File: config.mk
export PLATFORM = sky130hd
export DESIGN_NAME = sar_adc_sequencer
export DESIGN_NICKNAME = d
export VERILOG_FILES = /design/src/sar_adc_sequencer.v
export VERILOG_INCLUDE_DIRS = /design/src
export SDC_FILE = /design/constraint.sdc
export NUM_CORES = 1
export LEC_CHECK = 0
export ABC_AREA = 1
export BUFFER_PORTS_ARGS = -buffer_cell sky130_fd_sc_hd__buf_4
export CAP_MARGIN = 5
export CORE_MARGIN = 2
export CORE_UTILIZATION = 54
export DETAILED_ROUTE_END_ITERATION = 10
export GPL_ROUTABILITY_DRIVEN = 1
export PLACE_DENSITY = 0.86
export SLEW_MARGIN = 30
export SYNTH_ARGS = -nofsm -noshare
export SYNTH_HDL_FRONTEND = slang
export SYNTH_SLANG_ARGS = --single-unit
File: constraint.sdc
create_clock -name clk -period 2.8 [get_ports clk]
set_input_delay 0.42 -clock clk [delete_from_list [all_inputs] [get_ports clk]]
set_output_delay 0.42 -clock clk [all_outputs]
set_load 0.01 [all_outputs]
File: src/sar_adc_defs.vh
// Summary of operation
// - a status/control write starts a conversion; it ends in 16 to 17 converter clocks.
// - one converter gives an 8-bit result from one of four muxed channels.
// - at the end, load the result, then set the done flag or raise the interrupt.
// - the selected pin is forced to input; port and direction writes do not reach it.
// - a read of a claimed pin gives 0 when direction is 0, latch when 1.
// - high reference reads 0xFF, ground 0x00, linear between, saturating outside.
// - continuous mode rewrites the result every conversion, read or not.
// - continuous mode restarts conversions until software clears the continuous bit.
// - continuous done flag stays set until a control write or result read.
// - with interrupts on, irq when done flag is 0, dma request when 1.
// - with interrupts enabled the done flag is not a completion indication.
// - conversions run on in wait mode; their interrupt can wake the processor.
// - stop mode aborts any conversion; conversions resume after stop (the code stays idle until a new control write).
// - channel select all ones powers the converter off; reset sets it.
// - without continuous mode, exactly one conversion per start.
// - result read or control write clears the conversion interrupt.
// - a 3-bit prescale divides the input clock by 1, 2, 4, 8 or 16.
`ifndef SAR_ADC_DEFS_VH
`define SAR_ADC_DEFS_VH
`define ADDR_W 8
`define OFF_STATUS_CONTROL 8'h3C
`define OFF_RESULT 8'h3D
`define OFF_CLOCK 8'h3E
`define OFF_PORT_DATA 8'h3F
`define OFF_PORT_DIR 8'h40
`define BIT_DONE 7
`define BIT_IRQ_EN 6
`define BIT_CONT 5
`define CHSEL_OFF 5'h1F
`define CHSEL_HIGH_REFERENCE 5'h1D
`define CHSEL_VSS 5'h1E
`define CHSEL_RESET 5'h1F
`define NUM_PINS 4
`define RESULT_W 8
`define SAMPLE_TICKS 5'h08
`define STEP_LAST 5'h10
`define STEPS_W 5
`define DIV_W 4
`define ZERO8 8'h00
`define FULL8 8'hFF
`define PRESCALE_RESET 3'h0
`define STEP_ZERO 5'h00
`define STEP_ONE 5'h01
`define BIT_TOP 3'h7
`define BIT_ZERO 3'h0
`define BIT_ONE 3'h1
`define SAR_TRIAL 8'h80
`define CHSEL_MSB 4
`define DIV_ZERO 4'h0
`define DIV_ONE 4'h1
`define PRESC_MSB 7
`define PRESC_LSB 5
`define BIT_CLK_SEL 4
`define PORT_MSB 3
`endif

File: src/sar_adc_sequencer.v
// Our own choice: the strobed register port.
`timescale 1ns/1ps
`include "sar_adc_defs.vh"
// converter control: register port, port-pin override, sar sequencing
// the register port never stalls: writes land on the strobe edge and
// read data stand for exactly one cycle after the read strobe
// limitation: changing the prescale or clock source mid-conversion
// gives a wrong conversion time; software should change them while idle
// the trial code is registered, so every decision sees a settled code
// at the comparator for a full converter clock
module sar_adc_sequencer (
    // register port
    input wire clk,
    input wire reset,
    input wire [7:0] addr,
    input wire [7:0] wr_data,
    input wire wr_strobe,
    input wire rd_strobe,
    output reg [7:0] rd_data,
    // converter input clock sources
    input wire clock_source_bus,
    input wire osc_tick,
    // analog multiplexer and comparator
    input wire comparator_high,
    output reg [7:0] dac_code,
    output wire [4:0] mux_select,
    output wire converter_power,
    // shared port pins, pin side
    input wire [3:0] shared_port_pins_in,
    output wire [3:0] shared_port_pins_out,
    output wire [3:0] shared_port_pins_oe,
    // low-power mode and requests
    input wire stop_mode,
    output wire conversion_irq,
    output wire dma_request
);
    // sequencer states, one-hot
    localparam ST_IDLE = 3'b001;
    localparam ST_SAMPLE = 3'b010;
    localparam ST_BITS = 3'b100;

    // software-visible control and status fields
    reg [7:0] result_r;
    reg done_r;
    reg irq_en_r;
    reg cont_r;
    reg [4:0] chsel_r;

    // clock register fields
    reg [2:0] prescale_r;
    reg clk_sel_r;

    // port latch and direction for the shared pins
    reg [3:0] port_data_r;
    reg [3:0] port_dir_r;

    // completion requests towards the processor
    reg irq_r;
    reg dma_r;

    // sequencer state, prescaler and approximation register
    reg [2:0] state_r;
    reg [3:0] div_cnt_r;
    reg [4:0] step_r;
    reg [7:0] sar_r;
    reg [7:0] sar_nxt;
    reg [2:0] bit_idx_r;

    // register decodes and converter status
    wire ctrl_wr;
    wire result_rd;
    wire powered;
    wire in_tick;
    wire adc_tick;
    wire [3:0] div_limit;
    wire [3:0] claimed;
    wire finish;
    wire sample_done;

    // one register address decode, shared by the port and the strobes
    function hit;
        input [7:0] a;
        input [7:0] off;
        begin
            hit = (a == off);
        end
    endfunction

    // divide ratio: codes 4..7 all mean divide by 16
    function [3:0] div_max;
        input [2:0] code;
        begin
            if (code[2])
                div_max = 4'hF;
            else
                div_max = (4'h1 << code[1:0]) - 4'h1;
        end
    endfunction

    // one-hot pin claim, nothing claimed for internal references
    function [3:0] pin_claim;
        input [4:0] sel;
        begin
            if (sel < `NUM_PINS)
                pin_claim = 4'h1 << sel[1:0];
            else
                pin_claim = 4'h0;
        end
    endfunction

    // port read value: a claimed input pin reads 0, an output its latch
    function [3:0] port_view;
        input [3:0] pins;
        input [3:0] claim;
        input [3:0] dir;
        input [3:0] latch;
        begin
            port_view = (pins & ~claim & ~dir) | (latch & dir);
        end
    endfunction

    // register strobes that move the sequencer
    assign ctrl_wr = wr_strobe && hit(addr, `OFF_STATUS_CONTROL);
    assign result_rd = rd_strobe && hit(addr, `OFF_RESULT);
    assign powered = (chsel_r != `CHSEL_OFF);

    // the bus clock ticks every edge; the oscillator tick is a strobe
    assign in_tick = clock_source_bus | osc_tick;
    assign div_limit = div_max(prescale_r);
    assign adc_tick = in_tick && (div_cnt_r == div_limit);

    // end of sampling and end of conversion, one tick each
    assign sample_done = (state_r == ST_SAMPLE) && adc_tick &&
        (step_r + `STEP_ONE == `SAMPLE_TICKS);
    // stop gates the end so an aborted run never reports completion
    assign finish = (state_r == ST_BITS) && adc_tick && !stop_mode &&
        (step_r == `STEP_LAST);

    // pin claim and the analog side
    assign claimed = pin_claim(chsel_r);
    assign mux_select = chsel_r;
    assign converter_power = powered && !stop_mode;
    assign conversion_irq = irq_r;
    assign dma_request = dma_r;

    // claimed pins are inputs only; latch writes never show on them
    assign shared_port_pins_oe = port_dir_r & ~claimed;
    assign shared_port_pins_out = port_data_r & ~claimed;

    // prescaler counter; restarted with each conversion for a clean 16-17
    // idle holds it at zero so the first tick falls a full period late
    always @(posedge clk) begin
        if (reset || ctrl_wr || state_r == ST_IDLE)
            div_cnt_r <= `DIV_ZERO;
        else if (adc_tick)
            div_cnt_r <= `DIV_ZERO;
        else if (in_tick)
            div_cnt_r <= div_cnt_r + `DIV_ONE;
    end

    // sequencer: 8 sampling clocks, then one bit per clock and one end clock, 17 total
    always @(posedge clk) begin
        if (reset || stop_mode) begin
            // stop aborts the run; a fresh write is needed afterwards
            state_r <= ST_IDLE;
            step_r <= `STEP_ZERO;
            bit_idx_r <= `BIT_TOP;
        end else if (ctrl_wr) begin
            // restart on the new channel, abort whatever was running
            if (wr_data[`CHSEL_MSB:0] != `CHSEL_OFF)
                state_r <= ST_SAMPLE;
            else
                state_r <= ST_IDLE;
            step_r <= `STEP_ZERO;
            bit_idx_r <= `BIT_TOP;
        end else begin
            // idle holds the counters ready for the next start
            case (state_r)
                ST_IDLE: begin
                    step_r <= `STEP_ZERO;
                    bit_idx_r <= `BIT_TOP;
                end
                ST_SAMPLE: begin
                    // the input settles on the sampling capacitor
                    if (adc_tick)
                        step_r <= step_r + `STEP_ONE;
                    if (sample_done)
                        state_r <= ST_BITS;
                end
                ST_BITS: begin
                    if (finish) begin
                        // continuous runs back to back; single stops
                        if (cont_r)
                            state_r <= ST_SAMPLE;
                        else
                            state_r <= ST_IDLE;
                        step_r <= `STEP_ZERO;
                        bit_idx_r <= `BIT_TOP;
                    end else if (adc_tick) begin
                        // one decision per tick, msb first
                        step_r <= step_r + `STEP_ONE;
                        if (bit_idx_r != `BIT_ZERO)
                            bit_idx_r <= bit_idx_r - `BIT_ONE;
                    end
                end
                default: begin
                    state_r <= ST_IDLE;
                    step_r <= `STEP_ZERO;
                    bit_idx_r <= `BIT_TOP;
                end
            endcase
        end
    end

    // next trial code; a write or stop clears it for a clean start
    // references need no special code: the comparator saturates them
    always @* begin
        sar_nxt = sar_r;
        if (ctrl_wr || stop_mode)
            sar_nxt = `ZERO8;
        else if (sample_done)
            sar_nxt = `SAR_TRIAL;
        else if ((state_r == ST_BITS) && adc_tick && !finish) begin
            // keep or drop the trial bit, then try the next one down
            if (!comparator_high)
                sar_nxt[bit_idx_r] = 1'b0;
            if (bit_idx_r != `BIT_ZERO)
                sar_nxt[bit_idx_r - `BIT_ONE] = 1'b1;
        end
    end

    // approximation register and the code the comparator is shown;
    // both load the same next value so a decision sees a settled code
    always @(posedge clk) begin
        if (reset) begin
            sar_r <= `ZERO8;
            dac_code <= `ZERO8;
        end else begin
            sar_r <= sar_nxt;
            dac_code <= sar_nxt;
        end
    end

    // control fields; a write also clears the flag and requests below
    always @(posedge clk) begin
        if (reset) begin
            irq_en_r <= 1'b0;
            cont_r <= 1'b0;
            chsel_r <= `CHSEL_RESET;
        end else if (ctrl_wr) begin
            irq_en_r <= wr_data[`BIT_IRQ_EN];
            cont_r <= wr_data[`BIT_CONT];
            chsel_r <= wr_data[`CHSEL_MSB:0];
        end
    end

    // result register; continuous mode overwrites unread results
    always @(posedge clk) begin
        if (reset)
            result_r <= `ZERO8;
        else if (finish)
            result_r <= sar_r;
    end

    // done flag; a finishing conversion beats a same-cycle clear
    // with interrupts on it is never set, so it marks nothing there
    always @(posedge clk) begin
        if (reset)
            done_r <= 1'b0;
        else if (finish && !irq_en_r)
            done_r <= 1'b1;
        else if (ctrl_wr || result_rd)
            done_r <= 1'b0;
    end

    // completion requests; with interrupts on the flag is no completion
    // mark, it only steers the request to the dma line
    always @(posedge clk) begin
        if (reset) begin
            irq_r <= 1'b0;
            dma_r <= 1'b0;
        end else if (finish && irq_en_r) begin
            irq_r <= !done_r;
            dma_r <= done_r;
        end else if (ctrl_wr || result_rd) begin
            irq_r <= 1'b0;
            dma_r <= 1'b0;
        end
    end

    // clock and port registers; the clock select bit is only stored,
    // the clock_source_bus pin picks the input clock
    always @(posedge clk) begin
        if (reset) begin
            prescale_r <= `PRESCALE_RESET;
            clk_sel_r <= 1'b0;
            port_data_r <= 4'h0;
            port_dir_r <= 4'h0;
        end else if (wr_strobe) begin
            if (hit(addr, `OFF_CLOCK)) begin
                prescale_r <= wr_data[`PRESC_MSB:`PRESC_LSB];
                clk_sel_r <= wr_data[`BIT_CLK_SEL];
            end
            if (hit(addr, `OFF_PORT_DATA))
                port_data_r <= wr_data[`PORT_MSB:0];
            if (hit(addr, `OFF_PORT_DIR))
                port_dir_r <= wr_data[`PORT_MSB:0];
        end
    end

    // read mux; data valid the cycle after the strobe only, else zero
    always @(posedge clk) begin
        if (reset || !rd_strobe) begin
            rd_data <= `ZERO8;
        end else begin
            case (addr)
                `OFF_STATUS_CONTROL: begin
                    rd_data <= {done_r, irq_en_r, cont_r, chsel_r};
                end
                `OFF_RESULT: begin
                    rd_data <= result_r;
                end
                `OFF_CLOCK: begin
                    rd_data <= {prescale_r, clk_sel_r, 4'h0};
                end
                `OFF_PORT_DATA: begin
                    rd_data <= {4'h0, port_view(shared_port_pins_in,
                        claimed, port_dir_r, port_data_r)};
                end
                `OFF_PORT_DIR: begin
                    rd_data <= {4'h0, port_dir_r};
                end
                default: begin
                    rd_data <= `ZERO8;
                end
            endcase
        end
    end
endmodule // sar_adc_sequencer

==> results of run 1 <==
-- logic make-up after synthesis --
| logic type | share of synthesized area [%] |
|---|---|
| compound gates | 17.3 |
| xor+xnor | 1.35 |
| fa+ha+maj | 2.31 |
| buf+inv | 9.19 |
| flops | 37.5 |
| simple gates | 32.3 |
-- cell usage in the layout, fill, tap and decap left out, drive strengths merged --
cell type / count
and2: 1
clkinv: 6
clkbuf: 11
nor2: 52
inv: 63
a31oi: 4
o21bai: 2
buf: 60
nand2: 125
nand3: 24
a22oi: 1
or2: 2
dfxtp: 61
nor3: 8
o22ai: 1
bufinv: 1
a41oi: 3
o211ai: 4
o21ai: 32
a21oi: 37
ha: 6
nor4: 4
a211oi: 2
xnor2: 2
xor2: 3
nand4: 10
o31ai: 10
nand3b: 1
-- layout make-up --
cell class                      count  area (sq um)  share of cell area (%)
Inverter                           65           250                    6.35
Clock inverter                      5          50.0                    1.27
Sequential cell                    61          1220                    31.0
Tap cell                           75          93.8                    2.38
Clock buffer                       11           141                    3.59
Timing Repair Buffer               60           450                    11.4
Multi-Input combinational cell    334          1730                    44.0
-- power by group through the flow --
stage	clock network, W	registers, W	logic [W]
global placement	0	0.000888	0.0000947
global route	0.000809	0.000868	0.000108
finish	0.000766	0.000869	0.0000991
floorplan	0	0.000888	0.0000463
CTS	0.000776	0.000869	0.0000986
detailed placement	0	0.000888	0.0000979
-- flip-flops by register name, indices dropped and copies added (netlist names), 3 cells and up --
name	count
bit_idx_r	3
prescale_r	3
rd_data	8
step_r	5
port_dir_r	4
sar_r	8
div_cnt_r	4
mux_select	5
port_data_r	4
result_r	8
state_r	3
-- Yosys cell counts, types with 2 or more instances --
| master | number |
|---|---|
| nand2_1 | 121 |
| dfxtp_1 | 61 |
| inv_1 | 57 |
| nor2_1 | 49 |
| a21oi_1 | 36 |
| o21ai_0 | 29 |
| nand3_1 | 21 |
| nand4_1 | 10 |
| o31ai_1 | 10 |
| ha_1 | 6 |
| inv_2 | 6 |
| nor3_1 | 6 |
| a31oi_1 | 4 |
| clkbuf_1 | 4 |
| o211ai_1 | 4 |
| a41oi_1 | 3 |
| buf_6 | 3 |
| nand2_2 | 3 |
| nor2_2 | 3 |
| nor4_4 | 3 |
| xor2_1 | 3 |
| a211oi_1 | 2 |
| nand3_2 | 2 |
| nor3_4 | 2 |
| o21bai_1 | 2 |
| or2_2 | 2 |
| xnor2_1 | 2 |
-- worst min path at each step --
stage	start	endpoint	slack, ps	cells past startpoint
2_1_floorplan	clk_sel_r	clk_sel_r	440	2
3_3_place_gp	clk_sel_r	clk_sel_r	450	2
3_5_place_dp	clk_sel_r	clk_sel_r	460	2
4_1_cts	wr_data[0]	mux_select[0]	310	3
5_1_grt	wr_data[0]	mux_select[0]	330	3
6_report	wr_data[0]	mux_select[0]	330	3
-- metal layers --
| layer | global-route usage, % | share of wire (%) | routed length (um) | vias up |
|---|---|---|---|---|
| met5 | 0 | 0 | 0 | - |
| met4 | 12.0 | 2.1 | 178 | 0 |
| met3 | 6.04 | 7.7 | 647 | 21 |
| met2 | 46.2 | 48 | 4050 | 146 |
| met1 | 32.0 | 42 | 3500 | 1497 |
| li1 | - | - | - | 1661 |
-- stage by stage --
step	setup slack (ps)	instances	hold slack [ps]	utilization (%)
2_1_floorplan	918	467	441	-
3_3_place_gp	758	595	451	63.7
3_5_place_dp	653	595	459	63.7
4_1_cts	733	611	310	67.0
5_1_grt	511	611	328	67.0
6_report	707	611	326	67.0
-- critical path, cell delays in order, from the launching register on --
cell and delay (ps):
dfxtp_1 530, inv_1 220, ha_1 250, or2_2 260, and2_1 180, inv_1 80
nand2_1 70, o31ai_1 210, nand2_1 80, a21oi_1 120
==> impl_metrics.toml, run 1 <==
[floorplanning]
die_height_um = 81.6
core_area_sq_um = 5890
die_w_um = 81.6
rows = 28
start_util_pct = 55.3
ios = 60
dieArea_sq_um = 6660

[detailed_routing]
wl_per_cell_um = 13.7
vias_per_cell = 5.44
drtAntennaViolNets = 0
vias = 3325
drtIter0Drc = 221
drc_errors = 0
routed_wl_um = 8380
firstDrtPassIters = 4

[critical_path]
cp-startpoint = "bit_idx_r[0]"
timing.critical_path.to = "sar_r[2]"
worst_ep_required_time_ps = 3070
critPathKind = "reg2reg"
cp-start-kind = "flip-flop"
r2r-end = "sar_r[2]"
cp-end-kind = "flip-flop"
cp_max_fo = 10
ff2ff_path_depth = 9
r2r_start = "bit_idx_r[0]"
arrival_ps = 2360
reg2reg_slack_ps = 710

[placement]
gp_congestion = 0.869
dp_hpwl_um = 6380
port_buffers = 59
placed_cell_area_sq_um = 3750

[clock_network]
cts_buffer_depth = 2
path_clk_slew_ps = 70
clock_latency_ps = 340
h-tree-depth = 3
cts.repair.resized = 0
cts-root-buf = "clkbuf_8"
cts_tree = "yes"
cts_buffers = 9
cts_setup_buffers = 0
postCtsHoldBufs = 0
clock_sinks = 61

[hold_path]
holdCritPathClass = "in2reg"

[sta]
maxSlewViolCount = 0
max_slew_margin_pct = 56.0
final.period_utilization_pct = 74.7
fmax_mhz = 478
tns_ps = 0
period_minus_slack_ps = 2090
rsz0062_at_grt = "false"
finalSetupViolCount = 0
finalClockSkew_ps = 7.43
tightest_slew_ps = 660
finalHoldViolCount = 0

[cells_and_area]
antenna_cells = 0
drive_gt1_share_pct = 19.2
nFillCells = 537
layout.nets = 565
final_area_sq_um = 3940
syn_to_final_growth_pct = 21.1

[yosys]
synth-seq-area-share_pct = 37.5
ys_ff_latch = 61
yosysTopAreaCell = "dfxtp_1"
synth_area_sq_um = 3250
synth_cell_type_count = 40
ys.flop_type = "dfxtp_1"
synthCells = 467
ys_async_sr_fraction_pct = 0
yosysWarnings = 0
synth_top_area_share_pct = 37.5
syn_avg_cell_area_sq_um = 6.97
synth_edf_count = 0
synthesis.nets = 501
synth.area.top_cells = "dfxtp_1, nand2_1, inv_1"

[power_and_ir_drop]
swShare_pct = 22.9
power_w = 0.00173
p_sw_w = 0.000397
peakVddDrop_mv = 0.289
p_comb_share_pct = 5.7
p_int_w = 0.00134
p_leak_nw = 1.80
p_clk_share_pct = 44.2
powerDensity_nw_per_um2 = 440
pwr-share-seq_pct = 50.1

[grt]
grt_pass1_wl_um = 13700
antenna_found_initial = 0
grt_max_degree = 25
grt_usage_pct = 26.9
overflow = 0
first_global_vias = 3002

[job]
timing.max_cap.violations = 0

[outcome]
status = "complete, no violations"
Note: power is estimated with default switching activity, not from simulation.
==> inputs of run 2 (changes only) <==
--- a/config.mk
+++ b/config.mk
@@ -10,10 +10,10 @@
 export BUFFER_PORTS_ARGS = -buffer_cell sky130_fd_sc_hd__buf_4
 export CAP_MARGIN = 5
 export CORE_MARGIN = 2
-export CORE_UTILIZATION = 54
+export CORE_UTILIZATION = 50
 export DETAILED_ROUTE_END_ITERATION = 10
 export GPL_ROUTABILITY_DRIVEN = 1
-export PLACE_DENSITY = 0.86
+export PLACE_DENSITY = 0.84
 export SLEW_MARGIN = 30
 export SYNTH_ARGS = -nofsm -noshare
 export SYNTH_HDL_FRONTEND = slang
==> constraint.sdc (replaced) <==
create_clock -name clk -period 1.8 [get_ports clk]
set_input_delay 0.27 -clock clk [delete_from_list [all_inputs] [get_ports clk]]
set_output_delay 0.27 -clock clk [all_outputs]
set_load 0.01 [all_outputs]
==> impl_metrics.toml, run 2 (synthesis results as in run 1) <==
[detailed_routing]
routed_wl_um = 8600
drc_errors = 0
wl_per_cell_um = 13.6
drtAntennaViolNets = 0
drtIter0Drc = 170
vias = 3409
firstDrtPassIters = 5
vias_per_cell = 5.38

[clock_network]
clock_latency_ps = 340
clock_sinks = 61
cts_tree = "yes"
postCtsHoldBufs = 0
cts-root-buf = "clkbuf_8"
cts_buffer_depth = 2
h-tree-depth = 3
cts_buffers = 9
path_clk_slew_ps = 70

[grt]
grt_pass1_wl_um = 13800
antenna_found_initial = 0
overflow = 0
grt_usage_pct = 23.6
grt_max_degree = 15
first_global_vias = 3126

[cells_and_area]
final_cell_mix = "nand2_1, buf_4, dfxtp_1, inv_1, nor2_1"
syn_to_final_growth_pct = 29.2
final_util_pct = 66.6
antenna_cells = 0
layout.nets = 586
drive_gt1_share_pct = 26.8
reg_top3 = "rd_data (8), result_r (8), sar_r (8)"
nFillCells = 540
layout_commonest_cell = "nand2_1"

[sta]
fmax_mhz = 564
rsz0062_at_grt = "true"
final.period_utilization_pct = 98.5
finalHoldViolCount = 0
finalSetupViolCount = 0
max_slew_margin_pct = 74.3
tightest_slew_ps = 382
finalClockSkew_ps = 6.99
period_minus_slack_ps = 1770
maxSlewViolCount = 0

[power_and_ir_drop]
power_w = 0.00271
p_int_w = 0.00209
pwr-share-seq_pct = 49.8
p_sw_w = 0.000624
p_leak_nw = 1.94
peakVddDrop_mv = 0.472
p_comb_share_pct = 6.1
swShare_pct = 23.0
p_clk_share_pct = 44.1
powerDensity_nw_per_um2 = 645

[critical_path]
worst_ep_required_time_ps = 2040
cp_max_fo = 10
crit_top_cell = "nand2_1"
worst_path_largest_cell_delay_ps = 350
cp-end-kind = "flip-flop"
critPathKind = "reg2reg"
path_cells = "inv_2 -> nand2_1 -> xnor2_2 -> nand3_2 -> buf_6 -> o21ai_4 -> nand3_2 -> nand2_2 -> nand2_1 -> nand2_1 -> nor2_1"
arrival_ps = 2010
cp-start-kind = "flip-flop"
slowest_stage = "dfxtp_2"

[placement]
dp_hpwl_um = 6490
gp_congestion = 0.895
port_buffers = 59

[floorplanning]
ios = 60
core_area_sq_um = 6310
die_height_um = 84.7
die_w_um = 84.7
dieArea_sq_um = 7170
rows = 29
start_util_pct = 51.5

[hold_path]
holdCritPathClass = "in2reg"

[outcome]
status = "complete, no violations"

[job]
timing.max_cap.violations = 0
## run 2: cell count changes in the layout (fill, tap and decap cells not counted), moves of 4 or more
cell,before,now
dfxtp_1,61,57
buf_4,60,80
nand2_1,121,115
nand2_2,3,9
## run 2: final timing paths
| check | from | end | slack (ps) | cells past startpoint |
|---|---|---|---|---|
| max | prescale_r[2] | state_r[1] | 30 | 11 |
| min | wr_data[0] | mux_select[0] | 170 | 3 |
| max reg2reg | prescale_r[2] | state_r[1] | 30 | 11 |
| min reg2reg | clk_sel_r | clk_sel_r | 470 | 2 |
## run 2: layout make-up
type	count	area [sq um]	share of cell area (%)
flip-flops and latches	61	1230	29.3
repair buffers	81	612	14.6
multi-input cells	334	1820	43.4
clock inverters	5	50.0	1.19
well taps	77	96.3	2.29
clock buffers	11	141	3.36
inverters	65	250	5.95
## run 2: routing by layer
metal / wire length (um) / track usage, %
met1: 3510 / 27.6
met2: 4310 / 40.8
met3: 583 / 6.10
met4: 191 / 9.81
met5: 0 / 0
## run 2: critical path, delay by kind of cell (launching register included)
kind,cells,cell delay (ps)
AO/OA/AOI/OAI,1,200
flip-flops,1,350
AND/OR/NAND/NOR,7,610
buffers and inverters,2,290
XOR/XNOR,1,210
## run 2: through the flow
step / hold WS (ps) / setup TNS, ps / area (sq um) / cells / setup slack [ps]
floorplan: 383 / 0 / 3260 / 467 / 53.0
global placement: 450 / -8.03 / 3880 / 614 / -8.03
detailed placement: 465 / -57.2 / 3880 / 614 / -57.2
CTS: 162 / 0 / 4090 / 631 / 3.04
global route: 182 / -262 / 4200 / 634 / -85.3
finish: 175 / 0 / 4200 / 634 / 27.3
## run 2: repair_timing
item                                    in CTS  in global routing
endpoints found under the setup margin      10                 38
resized for setup                            3                 29
pin swaps                                    1                  9
cloned                                       0                  0
setup buffers                                1                  3
## run 2: power groups by stage
stage               Combinational [W]  Clock [W]  Sequential [W]
global placement             0.000157          0         0.00138
detailed placement           0.000159          0         0.00138
finish                       0.000165    0.00120         0.00135
CTS                          0.000160    0.00121         0.00135
global route                 0.000182    0.00129         0.00135
floorplan                   0.0000720          0         0.00138
==> inputs of run 3 (changes only) <==
==> constraint.sdc (replaced) <==
create_clock -name clk -period 1.8 [get_ports clk]
set_input_delay 0.18 -clock clk [delete_from_list [all_inputs] [get_ports clk]]
set_output_delay 0.18 -clock clk [all_outputs]
set_load 0.01 [all_outputs]
==> impl_metrics.toml, run 3 (synthesis results as in run 1) <==
[outcome]
status = "complete, no violations"

[critical_path]
cp_max_fo = 5
r2r_start = "step_r[1]"
reg2reg_slack_ps = 40
cp-start-kind = "flip-flop"
cp-startpoint = "step_r[1]"
timing.critical_path.to = "state_r[1]"
cp-end-kind = "flip-flop"
worst_ep_required_time_ps = 2030
r2r-end = "state_r[1]"
arrival_ps = 1980
critPathKind = "reg2reg"
ff2ff_path_depth = 11

[cells_and_area]
antenna_cells = 0
drive_gt1_share_pct = 25.0
reg_top3 = "rd_data (8), result_r (8), sar_r (8)"
layout_commonest_cell = "nand2_1"
nFillCells = 559
final-seq-area_sq_um = 1230
multi_input_area_sq_um = 1790
final_cell_mix = "nand2_1, buf_4, inv_1, dfxtp_1, nor2_1"
layout.nets = 583
syn_to_final_growth_pct = 26.8

[detailed_routing]
vias = 3480
wl_per_cell_um = 13.7
drc_errors = 0
vias_per_cell = 5.53
firstDrtPassIters = 5
drtAntennaViolNets = 0
drtIter0Drc = 188
routed_wl_um = 8590

[power_and_ir_drop]
p_leak_nw = 1.89
p_int_w = 0.00197
p_comb_share_pct = 6.4
swShare_pct = 22.7
p_sw_w = 0.000578
p_clk_share_pct = 40.7
peakVddDrop_mv = 0.416
powerDensity_nw_per_um2 = 618
power_w = 0.00255
pwr-share-seq_pct = 52.9

[sta]
tightest_slew_ps = 334
period_minus_slack_ps = 1760
finalClockSkew_ps = 5.64
finalHoldViolCount = 0
max_slew_margin_pct = 77.6
maxSlewViolCount = 0
fmax_mhz = 569
final.period_utilization_pct = 97.7
finalSetupViolCount = 0
setup_ws_ps = 42.0
rsz0062_at_grt = "true"

[clock_network]
path_clk_slew_ps = 60
cts_buffer_depth = 2
clock_sinks = 61
cts_buffers = 9
clock_latency_ps = 330
cts_tree = "yes"
h-tree-depth = 3
cts-root-buf = "clkbuf_8"
postCtsHoldBufs = 0

[grt]
grt_busiest_layer = "met2"
grt_use_met2_pct = 39.9
use_met3_pct = 7.37
use_met1_pct = 27.3
grt_max_degree = 15
overflow = 0
first_global_vias = 3208
grt_pass1_wl_um = 13900
antenna_found_initial = 0
grt_usage_pct = 23.9

[floorplanning]
die_height_um = 84.7
core_area_sq_um = 6310
die_w_um = 84.7
rows = 29
ios = 60
start_util_pct = 51.5
dieArea_sq_um = 7170

[placement]
port_buffers = 59
dp_hpwl_um = 6590
post-place-ws_ps = -33.7
gp_congestion = 0.969

[job]
timing.max_cap.violations = 0

[hold_path]
holdCritPathClass = "in2reg"
==> run 3: critical path, cell delays in order (launching register included) <==
cell	delay [ps]
dfxtp_2	370
ha_1	170
nand2_1	80
nor2_2	160
xnor2_2	170
nand4_1	230
nand2_1	170
nand3_2	80
nand2_2	80
nand2_1	50
nand2_1	50
nor2_1	30
==> run 3: worst min-delay path by stage <==
| stage | startpoint | to | slack (ps) | cells after the start |
|---|---|---|---|---|
| 2_1_floorplan | wr_data[0] | mux_select[0] | 290 | 2 |
| 3_3_place_gp | wr_data[0] | mux_select[0] | 420 | 3 |
| 3_5_place_dp | wr_data[0] | mux_select[0] | 430 | 3 |
| 4_1_cts | wr_data[0] | mux_select[0] | 80 | 3 |
| 5_1_grt | wr_data[0] | mux_select[0] | 110 | 3 |
| 6_report | wr_data[0] | mux_select[0] | 100 | 3 |
==> run 3: routing by layer <==
layer / vias up / part of all wire [%]
li1: 1695 / -
met1: 1573 / 40
met2: 175 / 48
met3: 37 / 8.1
met4: 0 / 3.7
met5: - / 0
==> run 3: what timing repair did <==
action / in CTS / in global routing
cloned: 0 / 0
pin swaps: 2 / 5
resized for setup: 2 / 23
setup endpoints to repair: 4 / 29
setup buffers: 1 / 2
==> run 3: final cells by class <==
cell class | instances | area share [%]
flip-flops and latches | 61 | 29.8
clock buffers | 12 | 3.76
well taps | 77 | 2.34
multi-input cells | 334 | 43.3
clock inverters | 2 | 0.243
repair buffers | 78 | 14.3
inverters | 65 | 6.22
==> run 3: power by group through the flow <==
| stage | Sequential (W) | Combinational (W) | Clock, W |
|---|---|---|---|
| floorplan | 0.00138 | 0.0000720 | 0 |
| global placement | 0.00138 | 0.000153 | 0 |
| detailed placement | 0.00138 | 0.000158 | 0 |
| CTS | 0.00135 | 0.000159 | 0.00106 |
| global route | 0.00135 | 0.000179 | 0.00113 |
| finish | 0.00135 | 0.000163 | 0.00104 |
==> run 3: metrics by stage <==
stage | hold slack (ps) | instance area (sq um) | util [%] | cells | setup TNS (ps)
after global placement | 424 | 3860 | 61.2 | 612 | 0
after CTS | 77.5 | 4040 | 64.1 | 627 | -22.8
after floorplan | 293 | 3260 | - | 467 | 0
after detailed placement | 431 | 3860 | 61.2 | 612 | -33.7
final | 97.4 | 4130 | 65.3 | 629 | 0
after global routing | 106 | 4130 | 65.3 | 629 | -129
